[src/common/scp_cfg.svh]
// Set-up panel constants: section codes, timing in ms ticks, response times,
// calibration steps, factory values and output limits.
// Assumes a single 40 MHz clock; included by bare name.
`ifndef SCP_CFG_SVH
`define SCP_CFG_SVH

`define SCP_CLK_HZ        40000000
`define SCP_TICK_US       1000
`define SCP_DEBOUNCE_MS   8'd20
`define SCP_FAST_HALF_MS  12'd100
`define SCP_SLOW_HALF_MS  12'd500
`define SCP_CNT_ON_MS     12'd250
`define SCP_CNT_OFF_MS    12'd250
`define SCP_CNT_PAUSE_MS  12'd1500

// Selector code {sw7, sw6, sw5}
`define SCP_SEL_MAXRESP   3'h3
`define SCP_SEL_CAL_MIN   3'h5
`define SCP_SEL_CAL_FS    3'h7

`define SCP_ROT_SAVE      4'h0
`define SCP_ROT_DIR       4'h9
`define SCP_MR_RESET      4'h0
`define SCP_MR_VALID_MAX  4'h9

`define SCP_MR_SHIFT      10
`define SCP_MR_MIN_US     34'h0000009c40
`define SCP_MR_MAX_US     34'h0000989680
`define SCP_MR_T1_US      24'h002710
`define SCP_MR_T2_US      24'h004e20
`define SCP_MR_T3_US      24'h00c350
`define SCP_MR_T4_US      24'h0186a0
`define SCP_MR_T5_US      24'h030d40
`define SCP_MR_T6_US      24'h07a120
`define SCP_MR_T7_US      24'h0f4240
`define SCP_MR_T8_US      24'h4c4b40
`define SCP_MR_T9_US      24'h989680

// Operating modes: 1=0-5V 2=0-10V 3=0-20mA 4=4-20mA
`define SCP_MODE_V5       3'h1
`define SCP_MODE_V10      3'h2
`define SCP_MODE_I20      3'h3
`define SCP_MODE_I420     3'h4

// Output codes: 1 mV or 1 uA per code
`define SCP_ABS_MIN       16'h0000
`define SCP_ABS_MAX_V     16'h2ee0
`define SCP_ABS_MAX_I     16'h5dc0
`define SCP_FS_MARGIN_DIV 16'h000a
`define SCP_FAC_MIN_V     16'h0000
`define SCP_FAC_MIN_I20   16'h0000
`define SCP_FAC_MIN_I420  16'h0fa0
`define SCP_FAC_FS_V5     16'h1388
`define SCP_FAC_FS_V10    16'h2710
`define SCP_FAC_FS_I      16'h4e20

`define SCP_STEP_V1 16'h0003
`define SCP_STEP_V2 16'h0005
`define SCP_STEP_V3 16'h000a
`define SCP_STEP_V4 16'h0019
`define SCP_STEP_V5 16'h0032
`define SCP_STEP_V6 16'h0064
`define SCP_STEP_V7 16'h00c8
`define SCP_STEP_V8 16'h0190
`define SCP_STEP_I1 16'h0005
`define SCP_STEP_I2 16'h000a
`define SCP_STEP_I3 16'h0019
`define SCP_STEP_I4 16'h0032
`define SCP_STEP_I5 16'h0064
`define SCP_STEP_I6 16'h00c8
`define SCP_STEP_I7 16'h0190
`define SCP_STEP_I8 16'h0320

`endif

[src/common/scp_pkg.sv]
// Types shared by the set-up panel modules.
// Constants live in scp_cfg.svh.
package scp_pkg;
  typedef enum logic [1:0] {
    SCP_BLINK_OFF,
    SCP_BLINK_SLOW,
    SCP_BLINK_FAST,
    SCP_BLINK_COUNT
  } scp_blink_t;

  typedef enum logic [2:0] {
    SCP_ST_RUN,
    SCP_ST_OTHER,
    SCP_ST_MR_SHOW,
    SCP_ST_MR_EDIT,
    SCP_ST_MR_BAD,
    SCP_ST_CAL_SLOW,
    SCP_ST_CAL_ARM
  } scp_state_t;
endpackage

[src/common/scp_ui_if.sv]
// Carrier between the panel controller, its debouncer and its LED sequencer.
// All signals on the panel clock.
`timescale 1ns/1ps
`default_nettype none
interface scp_ui_if;
  import scp_pkg::*;
  logic       tick;
  logic       press;
  scp_blink_t blink_mode;
  logic [3:0] blink_count;
  logic       blink_led;
  logic       fast_phase;

  modport ctrl (output tick, blink_mode, blink_count, input press, blink_led, fast_phase);
  modport deb  (input tick, output press);
  modport blk  (input tick, blink_mode, blink_count, output blink_led, fast_phase);
endinterface
`default_nettype wire

[src/rtl/scp_panel.sv]
// Front-panel set-up controller: maximum response time setting and
// analog output minimum / full-scale calibration.
// Pins arrive asynchronously; op_mode, range period and run LEDs are
// on the panel clock. Stored values model the non-volatile memory.
`timescale 1ns/1ps
`default_nettype none
`include "scp_cfg.svh"
// Notes on behaviour
// - In max-response section, green flashes stored setting count, pauses, repeats.
// - Setting 0 gives 1024 input periods, clamped to 40 ms .. 10 s.
// - Settings 1..9 give 10 ms up to 10 s fixed times, also cut-out.
// - First press in that section opens editing; green flashes fast.
// - Next press latches rotary as setting, then count-flashes it.
// - Invalid rotary value is rejected; red flashes until a valid entry.
// - Factory calibration for every mode is held and applied per mode.
// - User calibration covers one mode; other mode reverts to factory.
// - Values may not exceed factory full scale plus 10 percent.
// - Each step press adds to the pending adjustment before saving.
// - Rotary 1..8 select step sizes 3 mV/5 uA up to 400 mV/800 uA.
// - Direction starts increasing on every calibration entry.
// - Press at 9 toggles direction; red off for up, on for down.
// - Calibration entry flashes green slowly; press enables rotary, faster flash.
// - Each armed press at 1..8 moves the live value by the step and direction.
// - Press at 0 saves adjusted value as user calibration.
// - After re-entry, an arming press then two armed presses at 0 reload factory calibration.
// - Minimum going below absolute minimum clamps there, red flashes.
// - Full scale going above factory full scale plus 10 percent clamps there, red flashes.
// - Crossing full scale and minimum sets both equal, red flashes.
// - Config switch down ends set-up and returns to running.
module scp_panel #(
  parameter int TICK_CYCLES = (`SCP_CLK_HZ / 1000000) * `SCP_TICK_US
) (
  input  wire logic        clock,           // 40 MHz panel clock
  input  wire logic        rst,             // async reset, active high
  input  wire logic        cfg_en_pin,      // switch 4, high = set-up
  input  wire logic [2:0]  sel_pin,         // {sw7, sw6, sw5}
  input  wire logic [3:0]  rotary_pin,      // rotary switch position
  input  wire logic        button_pin,      // push-button, high = pressed
  input  wire logic [2:0]  op_mode,         // selected operating mode 1..4
  input  wire logic [23:0] range_period_us, // input range period
  input  wire logic        run_led_green,   // green in normal running
  input  wire logic        run_led_red,     // red in normal running
  output logic             led_green,       // input LED
  output logic             led_red,         // output LED
  output logic [3:0]       max_resp_setting,// stored setting 0..9
  output logic [23:0]      max_resp_us,     // max response / cut-out time
  output logic [15:0]      cal_min,         // live minimum output code
  output logic [15:0]      cal_fs,          // live full-scale output code
  output logic             user_cal_valid,  // user calibration in force
  output logic             nvm_save         // pulse: calibration stored or factory reloaded
);
  import scp_pkg::*;

  scp_ui_if ui ();

  // Pin synchronisers: first stage feeds only the second
  logic [8:0] pin_meta;
  logic [8:0] pin_sync;
  always_ff @(posedge clock or posedge rst) begin
    if (rst) begin
      pin_meta <= 9'h000;
      pin_sync <= 9'h000;
    end else begin
      pin_meta <= {cfg_en_pin, sel_pin, rotary_pin, button_pin};
      pin_sync <= pin_meta;
    end
  end
  wire       cfg_en = pin_sync[8];
  wire [2:0] sel    = pin_sync[7:5];
  wire [3:0] rot    = pin_sync[4:1];

  // 1 ms tick divider
  logic [15:0] div_cnt;
  wire div_end = (div_cnt == 16'(TICK_CYCLES - 1));
  always_ff @(posedge clock or posedge rst) begin
    if (rst) begin
      div_cnt <= 16'h0000;
    end else begin
      div_cnt <= div_end ? 16'h0000 : div_cnt + 16'h0001;
    end
  end
  assign ui.tick = div_end;

  scp_debounce u_deb (
    .clock  (clock),
    .rst    (rst),
    .button (pin_sync[0]),
    .ui     (ui)
  );

  scp_blinker u_blk (
    .clock (clock),
    .rst   (rst),
    .ui    (ui)
  );

  function automatic logic is_current(input logic [2:0] m);
    return (m == `SCP_MODE_I20) || (m == `SCP_MODE_I420);
  endfunction

  function automatic logic [15:0] fac_min(input logic [2:0] m);
    if (m == `SCP_MODE_I420) return `SCP_FAC_MIN_I420;
    return is_current(m) ? `SCP_FAC_MIN_I20 : `SCP_FAC_MIN_V;
  endfunction

  function automatic logic [15:0] fac_fs(input logic [2:0] m);
    if (is_current(m)) return `SCP_FAC_FS_I;
    return (m == `SCP_MODE_V5) ? `SCP_FAC_FS_V5 : `SCP_FAC_FS_V10;
  endfunction

  function automatic logic [15:0] step_size(input logic [2:0] m, input logic [3:0] p);
    logic c;
    c = is_current(m);
    unique case (p)
      4'h1:    return c ? `SCP_STEP_I1 : `SCP_STEP_V1;
      4'h2:    return c ? `SCP_STEP_I2 : `SCP_STEP_V2;
      4'h3:    return c ? `SCP_STEP_I3 : `SCP_STEP_V3;
      4'h4:    return c ? `SCP_STEP_I4 : `SCP_STEP_V4;
      4'h5:    return c ? `SCP_STEP_I5 : `SCP_STEP_V5;
      4'h6:    return c ? `SCP_STEP_I6 : `SCP_STEP_V6;
      4'h7:    return c ? `SCP_STEP_I7 : `SCP_STEP_V7;
      4'h8:    return c ? `SCP_STEP_I8 : `SCP_STEP_V8;
      default: return 16'h0000;
    endcase
  endfunction

  function automatic logic [23:0] mr_time_us(input logic [3:0] s, input logic [23:0] per);
    logic [33:0] span;
    span = {per, 10'h000};
    unique case (s)
      4'h0: begin
        if (span < `SCP_MR_MIN_US) return 24'(`SCP_MR_MIN_US);
        if (span > `SCP_MR_MAX_US) return 24'(`SCP_MR_MAX_US);
        return span[23:0];
      end
      4'h1:    return `SCP_MR_T1_US;
      4'h2:    return `SCP_MR_T2_US;
      4'h3:    return `SCP_MR_T3_US;
      4'h4:    return `SCP_MR_T4_US;
      4'h5:    return `SCP_MR_T5_US;
      4'h6:    return `SCP_MR_T6_US;
      4'h7:    return `SCP_MR_T7_US;
      4'h8:    return `SCP_MR_T8_US;
      default: return `SCP_MR_T9_US;
    endcase
  endfunction

  // Section decode; anything else in set-up is handled elsewhere
  wire in_mr   = cfg_en && (sel == `SCP_SEL_MAXRESP);
  wire in_min  = cfg_en && (sel == `SCP_SEL_CAL_MIN);
  wire in_fs   = cfg_en && (sel == `SCP_SEL_CAL_FS);
  wire [2:0] sect = {in_fs, in_min, in_mr};

  scp_state_t state;
  scp_state_t next_state;
  logic [2:0] sect_q;
  logic       dir_down;
  logic       cal_err;
  logic       adjusted;
  logic [1:0] zero_cnt;
  logic       cal_is_min;
  logic [2:0] user_mode;
  logic [15:0] user_min;
  logic [15:0] user_fs;

  wire press     = ui.press;
  wire entering  = (sect != sect_q);
  wire rot_valid = (rot <= `SCP_MR_VALID_MAX);
  wire rot_step  = (rot != `SCP_ROT_SAVE) && (rot != `SCP_ROT_DIR) && rot_valid;
  wire stored_ok = user_cal_valid && (user_mode == op_mode);

  // Adjustment arithmetic with clamping
  wire [15:0] step    = step_size(op_mode, rot);
  wire [15:0] fsf     = fac_fs(op_mode);
  wire [16:0] fs_marg = {1'b0, fsf} + {1'b0, fsf / `SCP_FS_MARGIN_DIV};
  wire [15:0] abs_max = is_current(op_mode) ? `SCP_ABS_MAX_I : `SCP_ABS_MAX_V;
  wire [15:0] lim     = (fs_marg > {1'b0, abs_max}) ? abs_max : fs_marg[15:0];
  wire [16:0] min_up  = {1'b0, cal_min} + {1'b0, step};
  wire [16:0] fs_up   = {1'b0, cal_fs} + {1'b0, step};
  wire        min_low = (cal_min < step + `SCP_ABS_MIN);
  wire        fs_low  = (cal_fs < step) || (cal_fs - step < cal_min);
  wire        min_hi  = (min_up > {1'b0, cal_fs}) || (min_up > {1'b0, lim});

  logic [15:0] next_min;
  logic [15:0] next_fs;
  logic        next_err;
  always_comb begin
    next_min = cal_min;
    next_fs  = cal_fs;
    next_err = 1'b0;
    if (cal_is_min && dir_down) begin
      next_min = min_low ? `SCP_ABS_MIN : cal_min - step;
      next_err = min_low;
    end else if (cal_is_min) begin
      next_min = min_hi ? ((cal_fs < lim) ? cal_fs : lim) : min_up[15:0];
      next_err = min_hi;
    end else if (dir_down) begin
      next_fs  = fs_low ? cal_min : cal_fs - step;
      next_err = fs_low;
    end else begin
      next_fs  = (fs_up > {1'b0, lim}) ? lim : fs_up[15:0];
      next_err = (fs_up > {1'b0, lim});
    end
  end

  always_comb begin
    next_state = state;
    if (!cfg_en) begin
      next_state = SCP_ST_RUN;
    end else if (entering || state == SCP_ST_RUN) begin
      next_state = in_mr ? SCP_ST_MR_SHOW
                 : (in_min || in_fs) ? SCP_ST_CAL_SLOW : SCP_ST_OTHER;
    end else if (press) begin
      unique case (state)
        SCP_ST_MR_SHOW:  next_state = SCP_ST_MR_EDIT;
        SCP_ST_MR_EDIT,
        SCP_ST_MR_BAD:   next_state = rot_valid ? SCP_ST_MR_SHOW : SCP_ST_MR_BAD;
        SCP_ST_CAL_SLOW: next_state = SCP_ST_CAL_ARM;
        default:         next_state = state;
      endcase
    end
  end

  always_ff @(posedge clock or posedge rst) begin
    if (rst) begin
      state            <= SCP_ST_RUN;
      sect_q           <= 3'h0;
      max_resp_setting <= `SCP_MR_RESET;
    end else begin
      state  <= next_state;
      sect_q <= sect;
      if (press && rot_valid && (state == SCP_ST_MR_EDIT || state == SCP_ST_MR_BAD)) begin
        max_resp_setting <= rot;
      end
    end
  end

  always_ff @(posedge clock or posedge rst) begin
    if (rst) begin
      max_resp_us <= `SCP_MR_T1_US;
    end else begin
      max_resp_us <= mr_time_us(max_resp_setting, range_period_us);
    end
  end

  // Calibration routine bookkeeping
  wire armed_press = press && !entering && (state == SCP_ST_CAL_ARM);
  always_ff @(posedge clock or posedge rst) begin
    if (rst) begin
      dir_down   <= 1'b0;
      cal_err    <= 1'b0;
      adjusted   <= 1'b0;
      zero_cnt   <= 2'h0;
      cal_is_min <= 1'b0;
    end else if (entering) begin
      dir_down   <= 1'b0;
      cal_err    <= 1'b0;
      adjusted   <= 1'b0;
      zero_cnt   <= 2'h0;
      cal_is_min <= in_min;
    end else if (armed_press) begin
      cal_err <= rot_step ? next_err : 1'b0;
      if (rot == `SCP_ROT_DIR) begin
        dir_down <= !dir_down;
      end
      if (rot_step) begin
        adjusted <= 1'b1;
        zero_cnt <= 2'h0;
      end else if (rot == `SCP_ROT_SAVE) begin
        adjusted <= 1'b0;
        zero_cnt <= (adjusted || zero_cnt == 2'h2) ? 2'h0 : zero_cnt + 2'h1;
      end
    end
  end

  // Live values follow storage outside the routines
  wire save_now    = armed_press && (rot == `SCP_ROT_SAVE) && adjusted;
  wire restore_now = armed_press && (rot == `SCP_ROT_SAVE) && !adjusted
                     && (zero_cnt == 2'h1);
  wire calibrating = (state == SCP_ST_CAL_SLOW) || (state == SCP_ST_CAL_ARM);
  always_ff @(posedge clock or posedge rst) begin
    if (rst) begin
      cal_min <= `SCP_FAC_MIN_V;
      cal_fs  <= `SCP_FAC_FS_V10;
    end else if (!calibrating || restore_now || entering) begin
      cal_min <= stored_ok && !restore_now ? user_min : fac_min(op_mode);
      cal_fs  <= stored_ok && !restore_now ? user_fs : fac_fs(op_mode);
    end else if (armed_press && rot_step) begin
      cal_min <= next_min;
      cal_fs  <= next_fs;
    end
  end

  always_ff @(posedge clock or posedge rst) begin
    if (rst) begin
      user_cal_valid <= 1'b0;
      user_mode      <= `SCP_MODE_V10;
      user_min       <= 16'h0000;
      user_fs        <= 16'h0000;
      nvm_save       <= 1'b0;
    end else begin
      nvm_save <= save_now || restore_now;
      if (save_now) begin
        user_cal_valid <= 1'b1;
        user_mode      <= op_mode;
        user_min       <= cal_min;
        user_fs        <= cal_fs;
      end else if (restore_now || (user_mode != op_mode)) begin
        user_cal_valid <= 1'b0;
      end
    end
  end

  // LED selection
  assign ui.blink_count = max_resp_setting;
  assign ui.blink_mode  = (state == SCP_ST_MR_SHOW)  ? SCP_BLINK_COUNT
                        : (state == SCP_ST_MR_EDIT ||
                           state == SCP_ST_CAL_ARM)  ? SCP_BLINK_FAST
                        : (state == SCP_ST_CAL_SLOW) ? SCP_BLINK_SLOW : SCP_BLINK_OFF;
  wire red_cal = cal_err ? ui.fast_phase : dir_down;
  always_ff @(posedge clock or posedge rst) begin
    if (rst) begin
      led_green <= 1'b0;
      led_red   <= 1'b0;
    end else begin
      led_green <= (state == SCP_ST_RUN) ? run_led_green : ui.blink_led;
      led_red   <= (state == SCP_ST_RUN)    ? run_led_red
                 : (state == SCP_ST_MR_BAD) ? ui.fast_phase
                 : (state == SCP_ST_CAL_ARM || state == SCP_ST_CAL_SLOW) ? red_cal
                 : 1'b0;
    end
  end
endmodule
`default_nettype wire

[src/rtl/scp_debounce.sv]
// Push-button debouncer: one press pulse per accepted press.
// Expects an already synchronised button level and a 1 ms tick.
`timescale 1ns/1ps
`default_nettype none
`include "scp_cfg.svh"
module scp_debounce (
  input  wire logic clock,   // panel clock
  input  wire logic rst,     // async reset
  input  wire logic button,  // synchronised level, high = pressed
  scp_ui_if.deb     ui       // tick in, press out
);
  import scp_pkg::*;
  logic       stable;
  logic [7:0] same_ms;

  wire changed = (button != stable);
  wire settled = ui.tick && (same_ms >= `SCP_DEBOUNCE_MS - 8'h01);

  // Level must hold the full window; bounces restart it
  always_ff @(posedge clock or posedge rst) begin
    if (rst) begin
      stable  <= 1'b0;
      same_ms <= 8'h00;
      ui.press <= 1'b0;
    end else begin
      ui.press <= 1'b0;
      if (!changed) begin
        same_ms <= 8'h00;
      end else if (settled) begin
        stable   <= button;
        same_ms  <= 8'h00;
        ui.press <= button;
      end else if (ui.tick) begin
        same_ms <= same_ms + 8'h01;
      end
    end
  end
endmodule
`default_nettype wire

[src/rtl/scp_blinker.sv]
// Green LED sequencer: off, slow, fast, or count-flash-pause-repeat.
// Also a free fast phase used for red error flashing. Needs a 1 ms tick.
`timescale 1ns/1ps
`default_nettype none
`include "scp_cfg.svh"
module scp_blinker (
  input  wire logic clock,  // panel clock
  input  wire logic rst,    // async reset
  scp_ui_if.blk     ui      // mode/count in, led out
);
  import scp_pkg::*;
  scp_blink_t  mode_q;
  logic [11:0] ms;
  logic [11:0] fast_ms;
  logic [3:0]  idx;

  wire [11:0] ms_inc   = ms + 12'h001;
  wire        in_gap   = (idx < ui.blink_count);
  wire [11:0] half     = (ui.blink_mode == SCP_BLINK_SLOW) ? `SCP_SLOW_HALF_MS
                                                            : `SCP_FAST_HALF_MS;
  wire [11:0] gap_len  = in_gap ? `SCP_CNT_OFF_MS : `SCP_CNT_PAUSE_MS;
  wire        fast_end = (fast_ms + 12'h001 >= `SCP_FAST_HALF_MS);

  always_ff @(posedge clock or posedge rst) begin
    if (rst) begin
      fast_ms       <= 12'h000;
      ui.fast_phase <= 1'b0;
    end else if (ui.tick) begin
      fast_ms       <= fast_end ? 12'h000 : fast_ms + 12'h001;
      ui.fast_phase <= fast_end ? !ui.fast_phase : ui.fast_phase;
    end
  end

  // Restart the pattern on any mode change so a count always starts clean
  always_ff @(posedge clock or posedge rst) begin
    if (rst) begin
      mode_q       <= SCP_BLINK_OFF;
      ms           <= 12'h000;
      idx          <= 4'h0;
      ui.blink_led <= 1'b0;
    end else if (ui.blink_mode != mode_q) begin
      mode_q       <= ui.blink_mode;
      ms           <= 12'h000;
      idx          <= 4'h0;
      ui.blink_led <= 1'b0;
    end else if (ui.tick) begin
      ms <= ms_inc;
      unique case (mode_q)
        SCP_BLINK_OFF: ui.blink_led <= 1'b0;
        SCP_BLINK_SLOW, SCP_BLINK_FAST: begin
          if (ms_inc >= half) begin
            ms           <= 12'h000;
            ui.blink_led <= !ui.blink_led;
          end
        end
        SCP_BLINK_COUNT: begin
          if (ui.blink_led && ms_inc >= `SCP_CNT_ON_MS) begin
            ms           <= 12'h000;
            ui.blink_led <= 1'b0;
            idx          <= idx + 4'h1;
          end else if (!ui.blink_led && ms_inc >= gap_len) begin
            ms           <= 12'h000;
            ui.blink_led <= in_gap || (ui.blink_count != 4'h0);
            idx          <= in_gap ? idx : 4'h0;
          end
        end
      endcase
    end
  end
endmodule
`default_nettype wire

[config.mk]
export PLATFORM = sky130hd
export DESIGN_NAME = scp_panel
export DESIGN_NICKNAME = d
export VERILOG_FILES = /design/src/common/scp_pkg.sv /design/src/common/scp_ui_if.sv /design/src/rtl/scp_panel.sv /design/src/rtl/scp_debounce.sv /design/src/rtl/scp_blinker.sv
export VERILOG_INCLUDE_DIRS = /design/src /design/src/common
export SDC_FILE = /design/constraint.sdc
export NUM_CORES = 1
export LEC_CHECK = 0
export ABC_AREA = 1
export BUFFER_PORTS_ARGS = -buffer_cell sky130_fd_sc_hd__buf_4
export CORE_UTILIZATION = 55
export CTS_BUF_LIST = sky130_fd_sc_hd__clkbuf_16
export DETAILED_ROUTE_END_ITERATION = 10
export GPL_TIMING_DRIVEN = 0
export PLACE_DENSITY = 0.74
export RECOVER_POWER = 25
export SKIP_LAST_GASP = 1
export SLEW_MARGIN = 20
export SYNTH_ARGS = -nofsm -noshare
export SYNTH_HDL_FRONTEND = slang
export SYNTH_SLANG_ARGS = --single-unit
[constraint.sdc]
create_clock -name clock -period 9.8 [get_ports clock]
set_clock_uncertainty 0.05 [all_clocks]
set_input_delay 0.49 -clock clock [delete_from_list [all_inputs] [get_ports clock]]
set_output_delay 0.49 -clock clock [all_outputs]
set_load 0.02 [all_outputs]
==> results.toml <==
[setup_path]
critical_path_class = "input port to flop"
crit_required_ns = 10.13
end_kind = "flop"
slowest_stage = "nor4_2"
critPathArrivalTime_ns = 7.11
start_kind = "input port"
cp_max_fo = 11
max_stage_delay_ns = 0.72
critPathMostFrequentCell = "nand2_1"

[sta]
setup_tns_ns = 0
tightest_slew_ns = 3.220
holdWs_ns = 0.1232
slew_viol_final = 111
rsz0062_at_grt = "false"
fmax_mhz = 147.6
hold_viol_final = 0
period_minus_slack_ns = 6.774
setup_violations = 0
setup_slack_ns = 3.026
fin_crit_sh_pct = 69.12
slew_headroom_pct = -114.7

[pwr]
power.density_nw_per_um2 = 198.5
p_leak_nw = 9.153
peakVddDrop_mv = 0.1156
p_total_mw = 3.359

[floorplanning]
die_x_microns = 167.5
coreArea_sq_um = 26950
io_pins = 104
dieArea_sq_um = 28060
num_rows = 60
start_util_pct = 55.91
die_h_microns = 167.5

[synth]
synthAdderAreaFrac_pct = 12.16
synthCells = 2155
yosys_warnings = 0
synth_compound_area_share_pct = 11.94
async_reset_ff_share_pct = 100.0
postSynthAreaPerCell_sq_um = 6.993
synthFlopType = "dfrtp_1"
netlist_area_sq_um = 15070
synthSimpleGateAreaFrac_pct = 30.11
ys_ff_latch = 183
synth_top_cells_by_area = "dfrtp_1 (29%), nand2_1 (13%), ha_1 (12%), inv_1 (8.4%), nand3_1 (5.3%)"
synth_top_family_by_area = "simple AND/OR/NAND/NOR gates"
ys_seq_area_share_pct = 30.48
synth_top_area_cell = "dfrtp_1"
synth_edf_count = 0
synth_mux_area_share_pct = 0
synth_top_area_share_pct = 28.56
synth-xor-area-share_pct = 4.010
ys_types = 62

[cts]
clockBufferDepth = 2
cts_sinks = 183
clk_pin_slew_worst_paths_ns = 0.07
root_buffer = "clkbuf_16"
htreeDepth = 4
worstSkewPairLatency_ns = 0.44
cts_tree = "yes"
tritoncts.num_buffers = 17
post_cts_buffers = 0

[cells_and_area]
n_antenna_cell = 0
utilization_pct = 62.79
stdcell_count = 2639
area_delta_synth_final_pct = 12.30
drive_above_1_share_pct = 11.31
fin_nets = 2469
fin_area_sq_um = 16920

[detailed_routing]
route.detailed.drc = 0
drt_first_pass_iters = 6
wirelength_mm = 51.04
via_count = 15159
drt_iter0_drc = 1830
drt.antenna.violating_nets = 0
viasPerCell = 5.744
wl_per_cell_microns = 19.34

[status]
status = "complete, but fails checks"
violations = "capacitance limit, slew limit"

[hold_path]
hold_class = "input port to flop"

[grt]
grt_pass1_vias = 14335
antenna_found_initial = 0
grt_max_degree = 76
overflow = 0
grt_pass1_wl_mm = 79.60
globalRouteTotalUtil_pct = 36.97

[place]
pre_cts_ws_ns = 2.772
io_buffers = 99
placed_cells = 2606
gp_congestion = 1.008
hpwl_mm = 40.65
place_area_sq_um = 16360

[run]
cap_violations = 2
critical path, delay by kind of cell:
| kind | cells | cell delay, ns |
|---|---|---|
| xor gates and xnor gates | 1 | 0.27 |
| AOI/OAI and AO/OA | 3 | 0.59 |
| adders and majority gates | 2 | 0.72 |
| buffers and inverters | 7 | 1.64 |
| and+or+nand+nor | 20 | 3.38 |
cells in the mapped netlist (all sizes together) (8+ instances only):
library cell	count
a21oi	106
o22ai	10
xor2	59
clkbuf	16
dfstp	11
a31oi	8
nor3	47
inv	352
nand4	48
nand3	170
nand2	544
nor4	15
nor2	184
xnor2	10
ha	140
o21ai	146
dfrtp	172
o21bai	8
buf	44
cell usage in the layout, fill, tap and decap left out, types with 16 or more instances in the layout:
master | netlist | layout
a21oi_1 | 100 | 100
buf_2 | 23 | 24
buf_4 | 10 | 99
clkbuf_1 | 15 | 16
clkbuf_16 | 0 | 17
dfrtp_1 | 172 | 172
ha_1 | 140 | 140
inv_1 | 339 | 339
nand2_1 | 530 | 530
nand3_1 | 161 | 161
nand4_1 | 45 | 45
nor2_1 | 173 | 173
nor3_1 | 44 | 45
o21ai_0 | 126 | 126
o21ai_1 | 18 | 18
xor2_1 | 59 | 59
logic make-up after synthesis:
family	count (synthesis)
xor+xnor	69
fa+ha+maj	144
simple gates	1025
compound gates	319
other cells	2
buf+inv	413
flops	183
report_power, final:
part / internal (mW) / switching [mW] / leakage, nW
logic: 0.574 / 1.19 / 6.47
clock network: 0.361 / 0.331 / 0.283
registers: 0.807 / 0.0990 / 2.40
total: 1.74 / 1.62 / 9.15
registers in the layout (all words and copies together) (netlist names), 2 cells and up:
| register | count |
|---|---|
| max_resp_us | 20 |
| cal_fs | 16 |
| cal_min | 16 |
| div_cnt | 16 |
| user_fs | 16 |
| user_min | 16 |
| u_blk.fast_ms | 12 |
| u_blk.ms | 12 |
| pin_meta | 9 |
| pin_sync | 9 |
| u_deb.same_ms | 8 |
| max_resp_setting | 4 |
| u_blk.idx | 4 |
| sect_q | 3 |
| state | 3 |
| user_mode | 3 |
| u_blk.mode_q | 2 |
| zero_cnt | 2 |
cell type report:
type	count	area (sq um)
Buffer	60	367.9
Clock inverter	15	166.4
Clock buffer	17	425.4
Timing Repair Buffer	103	789.5
Tap cell	341	426.7
Multi-Input combinational cell	1567	8825
Sequential cell	183	4593
Inverter	353	1329
Fill cell	2564	10030
final timing paths:
check,start,end,slack (ns),cells after the start
min in group asynchronous,rst,max_resp_us[12],1.11,3
min reg2reg,pin_meta[1],pin_sync[1],0.30,0
max in group asynchronous,rst,cal_fs[15],4.82,4
min,button_pin,pin_meta[0],0.12,1
max reg2reg,pin_sync[1],cal_min[4],3.86,32
max,op_mode[2],cal_min[4],3.03,33
metal layers:
layer / vias to the layer above / GRT usage, % / share of wire [%]
met1: 7152 / 51.67 / 45
met5: - / 0 / 0
li1: 7233 / - / -
met2: 667 / 57.10 / 43
met4: 0 / 12.88 / 3.4
met3: 107 / 6.996 / 8.7
what timing repair did:
action / CTS / global route
hold buffers: 1 / 0
endpoints found under the hold margin: 6 / 0
gates resized for setup: 0 / 0
No activity file was read; power rests on OpenSTA's default activity.
